==> config.mk <==
export PLATFORM = sky130hd
export DESIGN_NAME = lvdtn_image
export DESIGN_NICKNAME = d
export VERILOG_FILES = /design/src/hdl/lvdtn_pkg.sv /design/src/hdl/lvdtn_image.sv
export SDC_FILE = /design/constraint.sdc
export NUM_CORES = 1
export LEC_CHECK = 0
export ABC_CLOCK_PERIOD_IN_PS = 4150
export BUFFER_PORTS_ARGS = -buffer_cell sky130_fd_sc_hd__buf_4
export CAP_MARGIN = 20
export CELL_PAD_IN_SITES_DETAIL_PLACEMENT = 2
export CELL_PAD_IN_SITES_GLOBAL_PLACEMENT = 2
export CORE_MARGIN = 2
export CORE_UTILIZATION = 34
export DETAILED_ROUTE_END_ITERATION = 16
export PLACE_DENSITY = 0.94
export RECOVER_POWER = 25
export SLEW_MARGIN = 20
export SYNTH_ARGS = -nofsm -noshare
export SYNTH_HDL_FRONTEND = slang
export SYNTH_SLANG_ARGS = --single-unit
==> constraint.sdc <==
create_clock -name clk -period 4.15 [get_ports clk]
set_clock_uncertainty 0.1 [all_clocks]
set_input_delay 0 -clock clk [delete_from_list [all_inputs] [get_ports clk]]
set_output_delay 0 -clock clk [all_outputs]
set_load 0.03 [all_outputs]
==> src/hdl/lvdtn_pkg.sv <==
package lvdtn_pkg;
    // ----------------------------------------------------------------
    // image layout
    // ----------------------------------------------------------------
    localparam int unsigned LVDTN_WORDS = 10;
    localparam logic [3:0] LVDTN_OFS_MODULE = 4'h0;
    localparam logic [3:0] LVDTN_OFS_CH1_STATE = 4'h1;
    localparam logic [3:0] LVDTN_OFS_CH1_HIGH = 4'h2;
    localparam logic [3:0] LVDTN_OFS_CH1_LOW = 4'h3;
    localparam logic [3:0] LVDTN_OFS_CH1_SPEED = 4'h4;
    localparam logic [3:0] LVDTN_OFS_CH2_STATE = 4'h5;
    localparam logic [3:0] LVDTN_OFS_CH2_HIGH = 4'h6;
    localparam logic [3:0] LVDTN_OFS_CH2_LOW = 4'h7;
    localparam logic [3:0] LVDTN_OFS_CH2_SPEED = 4'h8;
    localparam logic [3:0] LVDTN_OFS_SPARE = 4'h9;
    localparam logic [15:0] LVDTN_ZERO_WORD = 16'h0000;

    // ----------------------------------------------------------------
    // module state word bit positions
    // ----------------------------------------------------------------
    localparam int unsigned LVDTN_BIT_ACK = 15;
    localparam int unsigned LVDTN_BIT_BEAT = 14;
    localparam int unsigned LVDTN_BIT_SLAVE = 13;
    localparam int unsigned LVDTN_BIT_INIT = 12;
    localparam int unsigned LVDTN_BIT_CAL = 11;
    localparam int unsigned LVDTN_BIT_CFG = 10;
    localparam int unsigned LVDTN_BIT_ALN = 9;
    localparam int unsigned LVDTN_BIT_MEAS = 8;

    // ----------------------------------------------------------------
    // error codes
    // ----------------------------------------------------------------
    localparam logic [3:0] LVDTN_ERR_NONE = 4'h0;
    localparam logic [3:0] LVDTN_ERR_CMD = 4'h1;
    localparam logic [3:0] LVDTN_ERR_FLASH = 4'h2;
    localparam logic [3:0] LVDTN_ERR_EXC_V = 4'h3;
    localparam logic [3:0] LVDTN_ERR_EXC_F = 4'h4;
    localparam logic [15:0] LVDTN_EXC_MV_MIN = 16'h0320;
    localparam logic [15:0] LVDTN_EXC_MV_MAX = 16'h2EE0;

    // ----------------------------------------------------------------
    // timing
    // ----------------------------------------------------------------
    localparam int unsigned LVDTN_CLK_HZ = 50_000_000;
    localparam int unsigned LVDTN_BEAT_MS = 50;
    localparam int unsigned LVDTN_BEAT_CYC = LVDTN_CLK_HZ / 1000 * LVDTN_BEAT_MS;

    // ----------------------------------------------------------------
    // types
    // ----------------------------------------------------------------
    typedef enum logic [1:0] {
        LVDTN_MODE_CAL,
        LVDTN_MODE_CFG,
        LVDTN_MODE_ALN,
        LVDTN_MODE_MEAS
    } lvdtn_mode_type;

    // per-channel sample from the conditioner core
    typedef struct packed {
        logic enabled;
        logic [15:0] state_word;
        logic signed [31:0] adc_value;
        logic signed [31:0] position;
        logic [15:0] speed;
    } lvdtn_chan_type;

    // command word handshake and status inputs
    typedef struct packed {
        logic transmit;
        logic cmd_bad;
        logic flash_bad;
        logic [15:0] exc_mv;
        logic exc_freq_bad;
    } lvdtn_cmd_type;

    // all registered state except the accept pulse
    typedef struct packed {
        logic [1:0] rst_sync;
        logic ack;
        logic beat;
        logic init;
        logic [3:0] err;
        logic [31:0] beat_cnt;
        logic [15:0] word_out;
        logic [159:0] image;
    } lvdtn_state_type;
endpackage

==> src/hdl/lvdtn_image.sv <==
// Behaviour
// disabled channel and power-up/config words zero
// each channel enabled independently
// alignment places converter value, speed zero
// measurement channel one words 2-4
// measurement channel two words 6-8, 9 reserved
// values as 32-bit sign/magnitude words
// top bit sign, rest absolute value
// module status layout fixed in all modes
// acknowledge bit 15 set on command
// transmit cleared, device clears acknowledge
// no new command while acknowledge set
// heartbeat bit 14 toggles every 50 ms
// bit 13 reports master zero, slave one
// initialized bit 12 set, cleared on command
// bit 11 only in calibration mode
// bit 10 only in configuration mode
// bit 9 only in alignment mode
// bit 8 only in measurement mode
// bits 7 to 4 always zero
// error code in bits 3 to 0
// excitation voltage range 800 to 12000 mV
// mode flags exclusive, exactly one set
module lvdtn_image
    import lvdtn_pkg::*;
#(
    parameter int unsigned BEAT_CYCLES = LVDTN_BEAT_CYC
) (
    input wire logic clk,
    input wire logic arst_n,
    input wire logic self_test_done,
    input wire logic powered_up,
    input wire lvdtn_mode_type mode,
    input wire logic is_slave,
    input wire lvdtn_chan_type ch1,
    input wire lvdtn_chan_type ch2,
    input wire lvdtn_cmd_type cmd,
    input wire logic [3:0] rd_index,
    output logic [15:0] rd_word,
    output logic [159:0] image_flat,
    output logic cmd_accept
);

    // ----------------------------------------------------------------
    // helpers
    // ----------------------------------------------------------------

    // two's complement to sign/magnitude
    function automatic logic [31:0] lvdtn_signmag(input logic signed [31:0] v);
        logic [31:0] mag;
        mag = v[31] ? 32'(-v) : 32'(v);
        // sign on top, magnitude below
        return {v[31], mag[30:0]};
    endfunction

    // ----------------------------------------------------------------
    // state
    // ----------------------------------------------------------------
    lvdtn_state_type s_q; // all flops except accept_q
    lvdtn_state_type s_d; // next value
    logic rst_n; // synchronised reset
    logic accept_d; // command taken this cycle
    logic accept_q; // registered accept pulse
    logic [15:0] status_w; // module status word
    logic [15:0] words [LVDTN_WORDS]; // next image words
    logic ch_live [2]; // channel data gated on
    lvdtn_chan_type chs [2]; // channel array

    assign chs[0] = ch1;
    assign chs[1] = ch2;

    // synchronised reset, read only from the second stage
    assign rst_n = s_q.rst_sync[1];

    // ----------------------------------------------------------------
    // next state
    // ----------------------------------------------------------------
    always_comb begin
        s_d = s_q;
        // synchroniser shifts in ones after reset release
        s_d.rst_sync = {s_q.rst_sync[0], 1'b1};
        // refuse commands while acknowledge high
        accept_d = cmd.transmit && !s_q.ack && powered_up;
        // acknowledge set on accepted command
        if (accept_d) begin
            s_d.ack = 1'b1;
        // transmit low clears acknowledge
        end else if (!cmd.transmit) begin
            s_d.ack = 1'b0;
        end
        // set after self test, cleared on first command
        if (accept_d) begin
            s_d.init = 1'b0;
        end else if (self_test_done && !s_q.init && s_q.err == 4'hF) begin
            s_d.init = 1'b1;
        end
        // first-init latch uses err=F as "not yet initialised" marker
        if (s_q.err == 4'hF && self_test_done) begin
            s_d.err = LVDTN_ERR_NONE;
        end
        // error code captured on accepted command
        if (accept_d) begin
            // excitation voltage window
            if (cmd.cmd_bad) begin
                s_d.err = LVDTN_ERR_CMD;
            end else if (cmd.flash_bad) begin
                s_d.err = LVDTN_ERR_FLASH;
            end else if (cmd.exc_mv < LVDTN_EXC_MV_MIN || cmd.exc_mv > LVDTN_EXC_MV_MAX) begin
                s_d.err = LVDTN_ERR_EXC_V;
            end else if (cmd.exc_freq_bad) begin
                s_d.err = LVDTN_ERR_EXC_F;
            end else begin
                s_d.err = LVDTN_ERR_NONE;
            end
        end
        // heartbeat toggles each period
        if (s_q.beat_cnt >= 32'(BEAT_CYCLES - 1)) begin
            s_d.beat_cnt = 32'h0;
            s_d.beat = !s_q.beat;
        end else begin
            s_d.beat_cnt = s_q.beat_cnt + 32'h1;
        end
        // one fixed status layout
        status_w = 16'h0000;
        status_w[LVDTN_BIT_ACK] = s_q.ack;
        status_w[LVDTN_BIT_BEAT] = s_q.beat;
        // excitation role bit
        status_w[LVDTN_BIT_SLAVE] = is_slave;
        status_w[LVDTN_BIT_INIT] = s_q.init;
        // exactly one mode flag
        status_w[LVDTN_BIT_CAL] = (mode == LVDTN_MODE_CAL);
        status_w[LVDTN_BIT_CFG] = (mode == LVDTN_MODE_CFG);
        status_w[LVDTN_BIT_ALN] = (mode == LVDTN_MODE_ALN);
        status_w[LVDTN_BIT_MEAS] = (mode == LVDTN_MODE_MEAS);
        // reserved bits stay zero
        status_w[7:4] = 4'h0;
        status_w[3:0] = (s_q.err == 4'hF) ? LVDTN_ERR_NONE : s_q.err;
        words[LVDTN_OFS_MODULE] = status_w;
        words[LVDTN_OFS_SPARE] = LVDTN_ZERO_WORD;
        // per channel data placement
        for (int c = 0; c < 2; c++) begin
            logic [31:0] v;
            logic [3:0] b;
            v = 32'h0;
            b = (c == 0) ? LVDTN_OFS_CH1_STATE : LVDTN_OFS_CH2_STATE;
            // zero when disabled or not running
            ch_live[c] = chs[c].enabled && powered_up &&
                         (mode == LVDTN_MODE_ALN || mode == LVDTN_MODE_MEAS);
            words[b] = chs[c].state_word;
            // converter value in alignment
            // position as sign/magnitude pair
            if (mode == LVDTN_MODE_ALN) begin
                v = lvdtn_signmag(chs[c].adc_value);
            end else begin
                v = lvdtn_signmag(chs[c].position);
            end
            words[4'(b + 4'h1)] = ch_live[c] ? v[31:16] : LVDTN_ZERO_WORD;
            words[4'(b + 4'h2)] = ch_live[c] ? v[15:0] : LVDTN_ZERO_WORD;
            words[4'(b + 4'h3)] = (ch_live[c] && mode == LVDTN_MODE_MEAS) ?
                                  chs[c].speed : LVDTN_ZERO_WORD;
        end
        for (int w = 0; w < LVDTN_WORDS; w++) begin
            s_d.image[w*16 +: 16] = words[w];
        end
        s_d.word_out = (rd_index < 4'(LVDTN_WORDS)) ?
                       s_q.image[rd_index*16 +: 16] : LVDTN_ZERO_WORD;
        // hold everything but the synchroniser until reset is released
        if (!rst_n) begin
            s_d = s_q;
            s_d.rst_sync = {s_q.rst_sync[0], 1'b1};
            accept_d = 1'b0;
        end
    end

    // ----------------------------------------------------------------
    // registers
    // ----------------------------------------------------------------
    // state flops, async reset straight from the pin
    always_ff @(posedge clk or negedge arst_n) begin
        if (!arst_n) begin
            s_q.rst_sync <= 2'h0;
            s_q.ack <= 1'b0;
            s_q.beat <= 1'b0;
            s_q.init <= 1'b0;
            // all ones marks a fresh power-on reset
            s_q.err <= 4'hF;
            s_q.beat_cnt <= 32'h0;
            s_q.word_out <= 16'h0000;
            s_q.image <= '0;
            accept_q <= 1'b0;
        end else begin
            // whole state registered from its next value
            s_q <= s_d;
            accept_q <= accept_d;
        end
    end

    assign rd_word = s_q.word_out;
    assign image_flat = s_q.image;
    assign cmd_accept = accept_q;

    // ----------------------------------------------------------------
    // handshake checks
    // ----------------------------------------------------------------
    // refuse while acknowledged
    a_ack_refuse: assert property (@(posedge clk) disable iff (!rst_n)
        s_q.ack |-> !accept_d)
        else $error("command taken while ack high");
    // acknowledge shown
    a_ack_set: assert property (@(posedge clk) disable iff (!rst_n)
        accept_d |=> s_q.image[LVDTN_BIT_ACK] == 1'b0 ##1 s_q.image[LVDTN_BIT_ACK])
        else $error("ack not shown after command");
    // acknowledge cleared
    a_ack_clear: assert property (@(posedge clk) disable iff (!rst_n)
        (s_q.ack && !cmd.transmit) |=> !s_q.ack)
        else $error("ack not cleared");
    // one accept pulse
    a_accept_once: assert property (@(posedge clk) disable iff (!rst_n)
        cmd_accept |=> !cmd_accept)
        else $error("command accepted twice");
    // init cleared
    a_init_clear: assert property (@(posedge clk) disable iff (!rst_n)
        accept_d |=> !s_q.init)
        else $error("init not cleared on command");
    // voltage window
    a_err_range: assert property (@(posedge clk) disable iff (!rst_n)
        (accept_d && !cmd.cmd_bad && !cmd.flash_bad && (cmd.exc_mv < LVDTN_EXC_MV_MIN ||
        cmd.exc_mv > LVDTN_EXC_MV_MAX)) |=> s_q.err == LVDTN_ERR_EXC_V)
        else $error("voltage error not flagged");
    // known error codes
    a_err_code: assert property (@(posedge clk) disable iff (!rst_n)
        s_q.image[3:0] <= LVDTN_ERR_EXC_F)
        else $error("unknown error code");

    // ----------------------------------------------------------------
    // status word checks
    // ----------------------------------------------------------------
    // heartbeat toggle
    a_beat_period: assert property (@(posedge clk) disable iff (!rst_n)
        (s_q.beat_cnt == 32'h0 && $past(s_q.beat_cnt) != 32'h0) |-> $changed(s_q.beat))
        else $error("heartbeat not toggled");
    // counter bound
    a_beat_bound: assert property (@(posedge clk) disable iff (!rst_n)
        s_q.beat_cnt < 32'(BEAT_CYCLES))
        else $error("heartbeat counter overrun");
    // role bit
    a_slave_bit: assert property (@(posedge clk) disable iff (!rst_n)
        1'b1 |=> s_q.image[LVDTN_BIT_SLAVE] == $past(is_slave))
        else $error("role bit wrong");
    // calibration flag
    a_cal_flag: assert property (@(posedge clk) disable iff (!rst_n)
        1'b1 |=> s_q.image[LVDTN_BIT_CAL] == ($past(mode) == LVDTN_MODE_CAL))
        else $error("calibration flag wrong");
    // configuration flag
    a_cfg_flag: assert property (@(posedge clk) disable iff (!rst_n)
        1'b1 |=> s_q.image[LVDTN_BIT_CFG] == ($past(mode) == LVDTN_MODE_CFG))
        else $error("configuration flag wrong");
    // alignment flag
    a_aln_flag: assert property (@(posedge clk) disable iff (!rst_n)
        1'b1 |=> s_q.image[LVDTN_BIT_ALN] == ($past(mode) == LVDTN_MODE_ALN))
        else $error("alignment flag wrong");
    // measurement flag
    a_meas_flag: assert property (@(posedge clk) disable iff (!rst_n)
        1'b1 |=> s_q.image[LVDTN_BIT_MEAS] == ($past(mode) == LVDTN_MODE_MEAS))
        else $error("measurement flag wrong");
    // one mode flag
    a_mode_onehot: assert property (@(posedge clk) disable iff (!rst_n)
        $past(rst_n) |-> $onehot(s_q.image[11:8]))
        else $error("mode flags not one-hot");
    // reserved bits zero
    a_rsvd_zero: assert property (@(posedge clk) disable iff (!rst_n)
        s_q.image[7:4] == 4'h0)
        else $error("reserved bits set");

    // ----------------------------------------------------------------
    // channel data checks
    // ----------------------------------------------------------------
    // both channels off
    a_dis_zero: assert property (@(posedge clk) disable iff (!rst_n)
        (!ch1.enabled && !ch2.enabled) |=> s_q.image[159:144] == 16'h0 &&
        s_q.image[63:32] == 32'h0 && s_q.image[143:96] == 48'h0 && s_q.image[79:64] == 16'h0)
        else $error("disabled channel data nonzero");
    // power-up zero
    a_pwr_zero: assert property (@(posedge clk) disable iff (!rst_n)
        !powered_up |=> s_q.image[79:32] == 48'h0 && s_q.image[143:96] == 48'h0)
        else $error("data during power-up");
    // configuration zero
    a_cfg_zero: assert property (@(posedge clk) disable iff (!rst_n)
        (mode == LVDTN_MODE_CFG) |=> s_q.image[79:32] == 48'h0 && s_q.image[143:96] == 48'h0)
        else $error("data in configuration");
    // channel one off
    a_ch1_off: assert property (@(posedge clk) disable iff (!rst_n)
        !ch1.enabled |=> s_q.image[79:32] == 48'h0)
        else $error("channel one data while off");
    // channel two off
    a_ch2_off: assert property (@(posedge clk) disable iff (!rst_n)
        !ch2.enabled |=> s_q.image[143:96] == 48'h0)
        else $error("channel two data while off");
    // state word one
    a_ch1_state: assert property (@(posedge clk) disable iff (!rst_n)
        1'b1 |=> s_q.image[31:16] == $past(ch1.state_word))
        else $error("channel one state word wrong");
    // state word two
    a_ch2_state: assert property (@(posedge clk) disable iff (!rst_n)
        1'b1 |=> s_q.image[95:80] == $past(ch2.state_word))
        else $error("channel two state word wrong");
    // speed one zero
    a_aln_speed: assert property (@(posedge clk) disable iff (!rst_n)
        (mode == LVDTN_MODE_ALN) |=> s_q.image[79:64] == 16'h0)
        else $error("speed in alignment");
    // speed two zero
    a_aln_speed2: assert property (@(posedge clk) disable iff (!rst_n)
        (mode == LVDTN_MODE_ALN) |=> s_q.image[143:128] == 16'h0)
        else $error("speed two in alignment");
    // converter sign shown
    a_aln_sign: assert property (@(posedge clk) disable iff (!rst_n)
        (mode == LVDTN_MODE_ALN && ch1.enabled && powered_up) |=> s_q.image[47] == $past(ch1.adc_value[31]))
        else $error("converter sign wrong");
    // speed one shown
    a_speed1: assert property (@(posedge clk) disable iff (!rst_n)
        (mode == LVDTN_MODE_MEAS && ch1.enabled && powered_up) |=> s_q.image[79:64] == $past(ch1.speed))
        else $error("channel one speed wrong");
    // speed two shown
    a_speed2: assert property (@(posedge clk) disable iff (!rst_n)
        (mode == LVDTN_MODE_MEAS && ch2.enabled && powered_up) |=> s_q.image[143:128] == $past(ch2.speed))
        else $error("channel two speed wrong");
    // position sign bit
    a_sign1: assert property (@(posedge clk) disable iff (!rst_n)
        (mode == LVDTN_MODE_MEAS && ch1.enabled && powered_up) |=> s_q.image[47] == $past(ch1.position[31]))
        else $error("position sign wrong");
    // spare word zero
    a_spare_zero: assert property (@(posedge clk) disable iff (!rst_n)
        s_q.image[159:144] == 16'h0)
        else $error("spare word nonzero");

    // ----------------------------------------------------------------
    // covers
    // ----------------------------------------------------------------
    // full command handshake
    c_cmd_hand: cover property (@(posedge clk) disable iff (!rst_n)
        accept_d ##[1:10] !s_q.ack);
    // heartbeat edge
    c_beat: cover property (@(posedge clk) disable iff (!rst_n)
        $rose(s_q.beat));
    // measurement with one channel
    c_meas: cover property (@(posedge clk) disable iff (!rst_n)
        mode == LVDTN_MODE_MEAS && ch1.enabled && !ch2.enabled);
    // alignment with one channel
    c_align: cover property (@(posedge clk) disable iff (!rst_n)
        mode == LVDTN_MODE_ALN && ch1.enabled && !ch2.enabled && powered_up);
    // held transmit refused
    c_refuse: cover property (@(posedge clk) disable iff (!rst_n)
        s_q.ack && cmd.transmit);
endmodule // lvdtn_image

==> impl_results.md <==
* Status: finished, violations left
* Failing checks: max-capacitance violations, max-slew violations
* Top cells by area, synth: dfrtp_1, buf_4, xor2_1, mux4_2, nor2_1
* Synth area leader: dfrtp_1
* Final setup margin at 0.1247 ns
* Largest family of logic cells by synthesized area: compound AO/OA/AOI/OAI gates
* Area Overhead vs Synth at 35.48%
* Top Usage Layer GRT: met2
* Post-synthesis mux area share at under 10%
* Per-cell routed wire length at between 30 and 40 um
* Fill count at 3989
* Primary FF master, synth: dfrtp_1
* First-pass DRT Iterations at 5
* Worst path required time at about 4.4 ns
* Register Area at 4964 um2
* Final #Nets at 1983
* Cell Chain, Critical Path: and4_1 > and2_2 > a32o_1 > a2111oi_0 > dlygate4sd3_1 > o211ai_1 > dlygate4sd3_1
* Row cnt at 71
* Syn_area_per_cell at roughly 9.7 um2
* Tcrit/Tclk final at 96.99%
* Yosys warning total at 0
* Die H at 200.1 um
* Largest net degree at the start of global routing at 82
* Area of the core at 37760 um2
* Global Route met1 Usage at around two fifths
* Share of cells above drive strength 1 at 25.93%
* Final Hold Vio Count at 0
* Initial antenna violation count at 4
* Xor and xnor area share after synthesis at under 10%
* Minimum clock period at between 4 and 5 ns
* Hpwl dp at 44810 um
* Adder-Cell Fraction of Synth Area at 0.4785%
* Syn Inst Count at roughly 1400
* Worst-Skew Late Latency at around 0.47 ns
* CTS tree: done
* CTS buffer count at 17
* IR drop worst, VDD at 0.0002331 V
* Worst-Margin Slew at 2.145 ns
* Post-detailed-route DRC marker count at 0
* Gr ovfl total at 0
* Final setup viols at 0
* Setup Crit Path Kind: flip-flop to flip-flop
* HP Start: ch2[49]
* Finished Layout Cells at 2281
* Worst slew margin relative to its limit at -42.99%
* Yosys reg bits at 198
* Leak at a little under 0.008 uW
* Synth Area in Simple Gates at 13.46%
* Placed insts at a little over 2000
* RSZ-0062 raised after global routing: no
* Crit Path Max Fanout at 41
* Clock transition at path regs at about 0.1 ns
* CTS root buf: clkbuf_16
* Hold Path Class: input port to flip-flop
* Setup TNS at 0 ns
* Post CTS Setup Buffer Count at 0
* Slew Viols, Final at 81
* Post-synth top area share at 37.13%
* Footprint of the multi-input gates at 6524 um2
* Max incr delay on CP at 0.73 ns
* Antenna viol nets, final at 0
* CP Launch Point: rst_n
* Count of unique library cells instantiated by Yosys at 62
* Critical path launch point type: flip-flop
* Setup slack, reg-to-reg at 0.12 ns
* Post-DR vias/cell at 5.950
* Port bufs at 381
* Sink Count at a little under 200
* FFs w/ async S/R, synth at 100.0%
* First-pass GRT wire length at roughly 100000 um
* GR met3 Demand/Resource at 7.897%
* H-tree depth at 4
* GR met2 Demand/Resource at roughly 63%
* Die width at ~200 um
* DP Worst Slack at 1.127 ns
* GR Util All Layers at 36.25%
* Critical R2R Launch: rst_n
* FMAX at 248.4 MHz
* Vias in the first global route at between 15000 and 20000
* Synth Area in Compound Gates at 16.72%
* Vias at 13570
* Maximum clock insertion buffer count at 2
* Synth cell count leaders: dfrtp_1, buf_4, nor2_1, nand2_1, xor2_1
* Critical Path AT at between 4 and 5 ns
* Fin Hold WS at 0.02144 ns
* Power density over cell area at between 300 and 400 nW/um2
* Ports at ~400
* Netlist Area Pre-Place at 13070 um2
* Max_cap viols at 1
* Die area at 40040 um2
* Initial detailed-routing violation count at 1000
* Seq/Total Area, Yosys at 37.94%
* Drt total wl at 72760 um
* Post-synth EDFFs at 0
* Gpl congestion at 0.9093
* Crit end category: flip-flop
* Starting Density at 34.63%
* CP dominant cell by count: dlygate4sd3_1
* Final core utilization at 46.91%
* Slowest cell on crit path: dfrtp_4
* Count leader, synth: dfrtp_1
==> where the power goes <==
group	leakage [uW]	total, uW	switching (uW)	internal (uW)
clock	0.000283	1790	908	885
combinational	0.00504	1540	914	623
sequential	0.00259	2250	196	2060
==> worst max-delay path, delay by kind of cell, from the launching register on <==
family                 cells  cell delay, ns
buffers and inverters      2            1.23
AO/OA/AOI/OAI              3            0.94
AND/OR/NAND/NOR            2            0.90
flip-flops                 1            0.73
==> flip-flops by register name, indices dropped and copies added, names as in the netlist <==
name / cells
cmd_accept: 1
rd_word: 16
image_flat: 140
rst_n: 1
s_q: 40
==> layer usage <==
metal  part of all wire, %  wire, um  up-vias
met4                   7.2      5236        2
met3                   6.6      4831      295
li1                      -         -     5535
met2                    50     36090      760
met5                 0.022        16        -
met1                    37     26590     6981
==> stage by stage <==
| step | area, um2 | total power (uW) |
|---|---|---|
| after floorplan | 13150 | 3007 |
| after global routing | 17710 | 5744 |
| after detailed placement | 15180 | 3551 |
| after CTS | 17910 | 5472 |
| after global placement | 15180 | 3485 |
| final | 17710 | 5584 |
==> area by class of cell <==
cell class / instances / area share (%)
Antenna cell: 4 / 0.05651
Clock buffer: 19 / 2.557
Clock inverter: 13 / 0.7841
Inverter: 24 / 0.5157
Multi-Input combinational cell: 904 / 36.83
Sequential cell: 198 / 28.02
Tap cell: 511 / 3.610
Timing Repair Buffer: 608 / 27.62
==> kinds of logic (layout without fill, tap and decap cells) <==
group / after synthesis / count (layout)
other: 2 / 25
and+or+nand+nor: 361 / 361
xor gates and xnor gates: 128 / 128
buffers and inverters: 271 / 664
DFF: 198 / 198
muxes: 89 / 89
adders and majority gates: 5 / 5
AOI/OAI and AO/OA: 300 / 300
==> path summary, 6_finish.rpt <==
path                                   endpoint  cells after the start
worst max-delay path            image_flat[109]                      7
worst min-delay path            image_flat[113]                      4
worst max register to register  image_flat[109]                      7
worst min register to register            rst_n                      0
max in group asynchronous        image_flat[45]                      3
min in group asynchronous         image_flat[2]                      2
==> cells in the final DEF (no fill, tap or decap), types with 8 or more instances in the layout <==
cell type      netlist  final
nor2_1             115    114
or3_1               15     15
mux2i_1             23     23
dfrtp_1            194    193
nand3_1             24     24
inv_1               24     23
mux4_2              28     28
a221o_1             15     15
clkbuf_16            0     17
a22o_1              37     37
mux2_2              38     38
o21ai_0             52     52
conb_1               2     21
a22oi_1              8      8
buf_4              176    334
dlygate4sd3_1        0    214
a32o_1               9      9
o31ai_1             32     32
nor3_1              23     23
xnor2_1             41     41
nor4_1              15     13
xor2_1              87     87
nand4_1             16     16
or4_1               15     15
o221ai_1            22     22
nand2_1             87     87
nand2b_1             9      8
o41ai_1             26     26
a21oi_1             61     61
clkbuf_1            59     58
==> what timing repair did <==
action	4_1_cts	5_1_grt
hold buffers	214	0
gates resized for setup	0	3
hold endpoints to repair	219	0
setup endpoints to repair	0	5
Power figures use the tool's default switching activity.
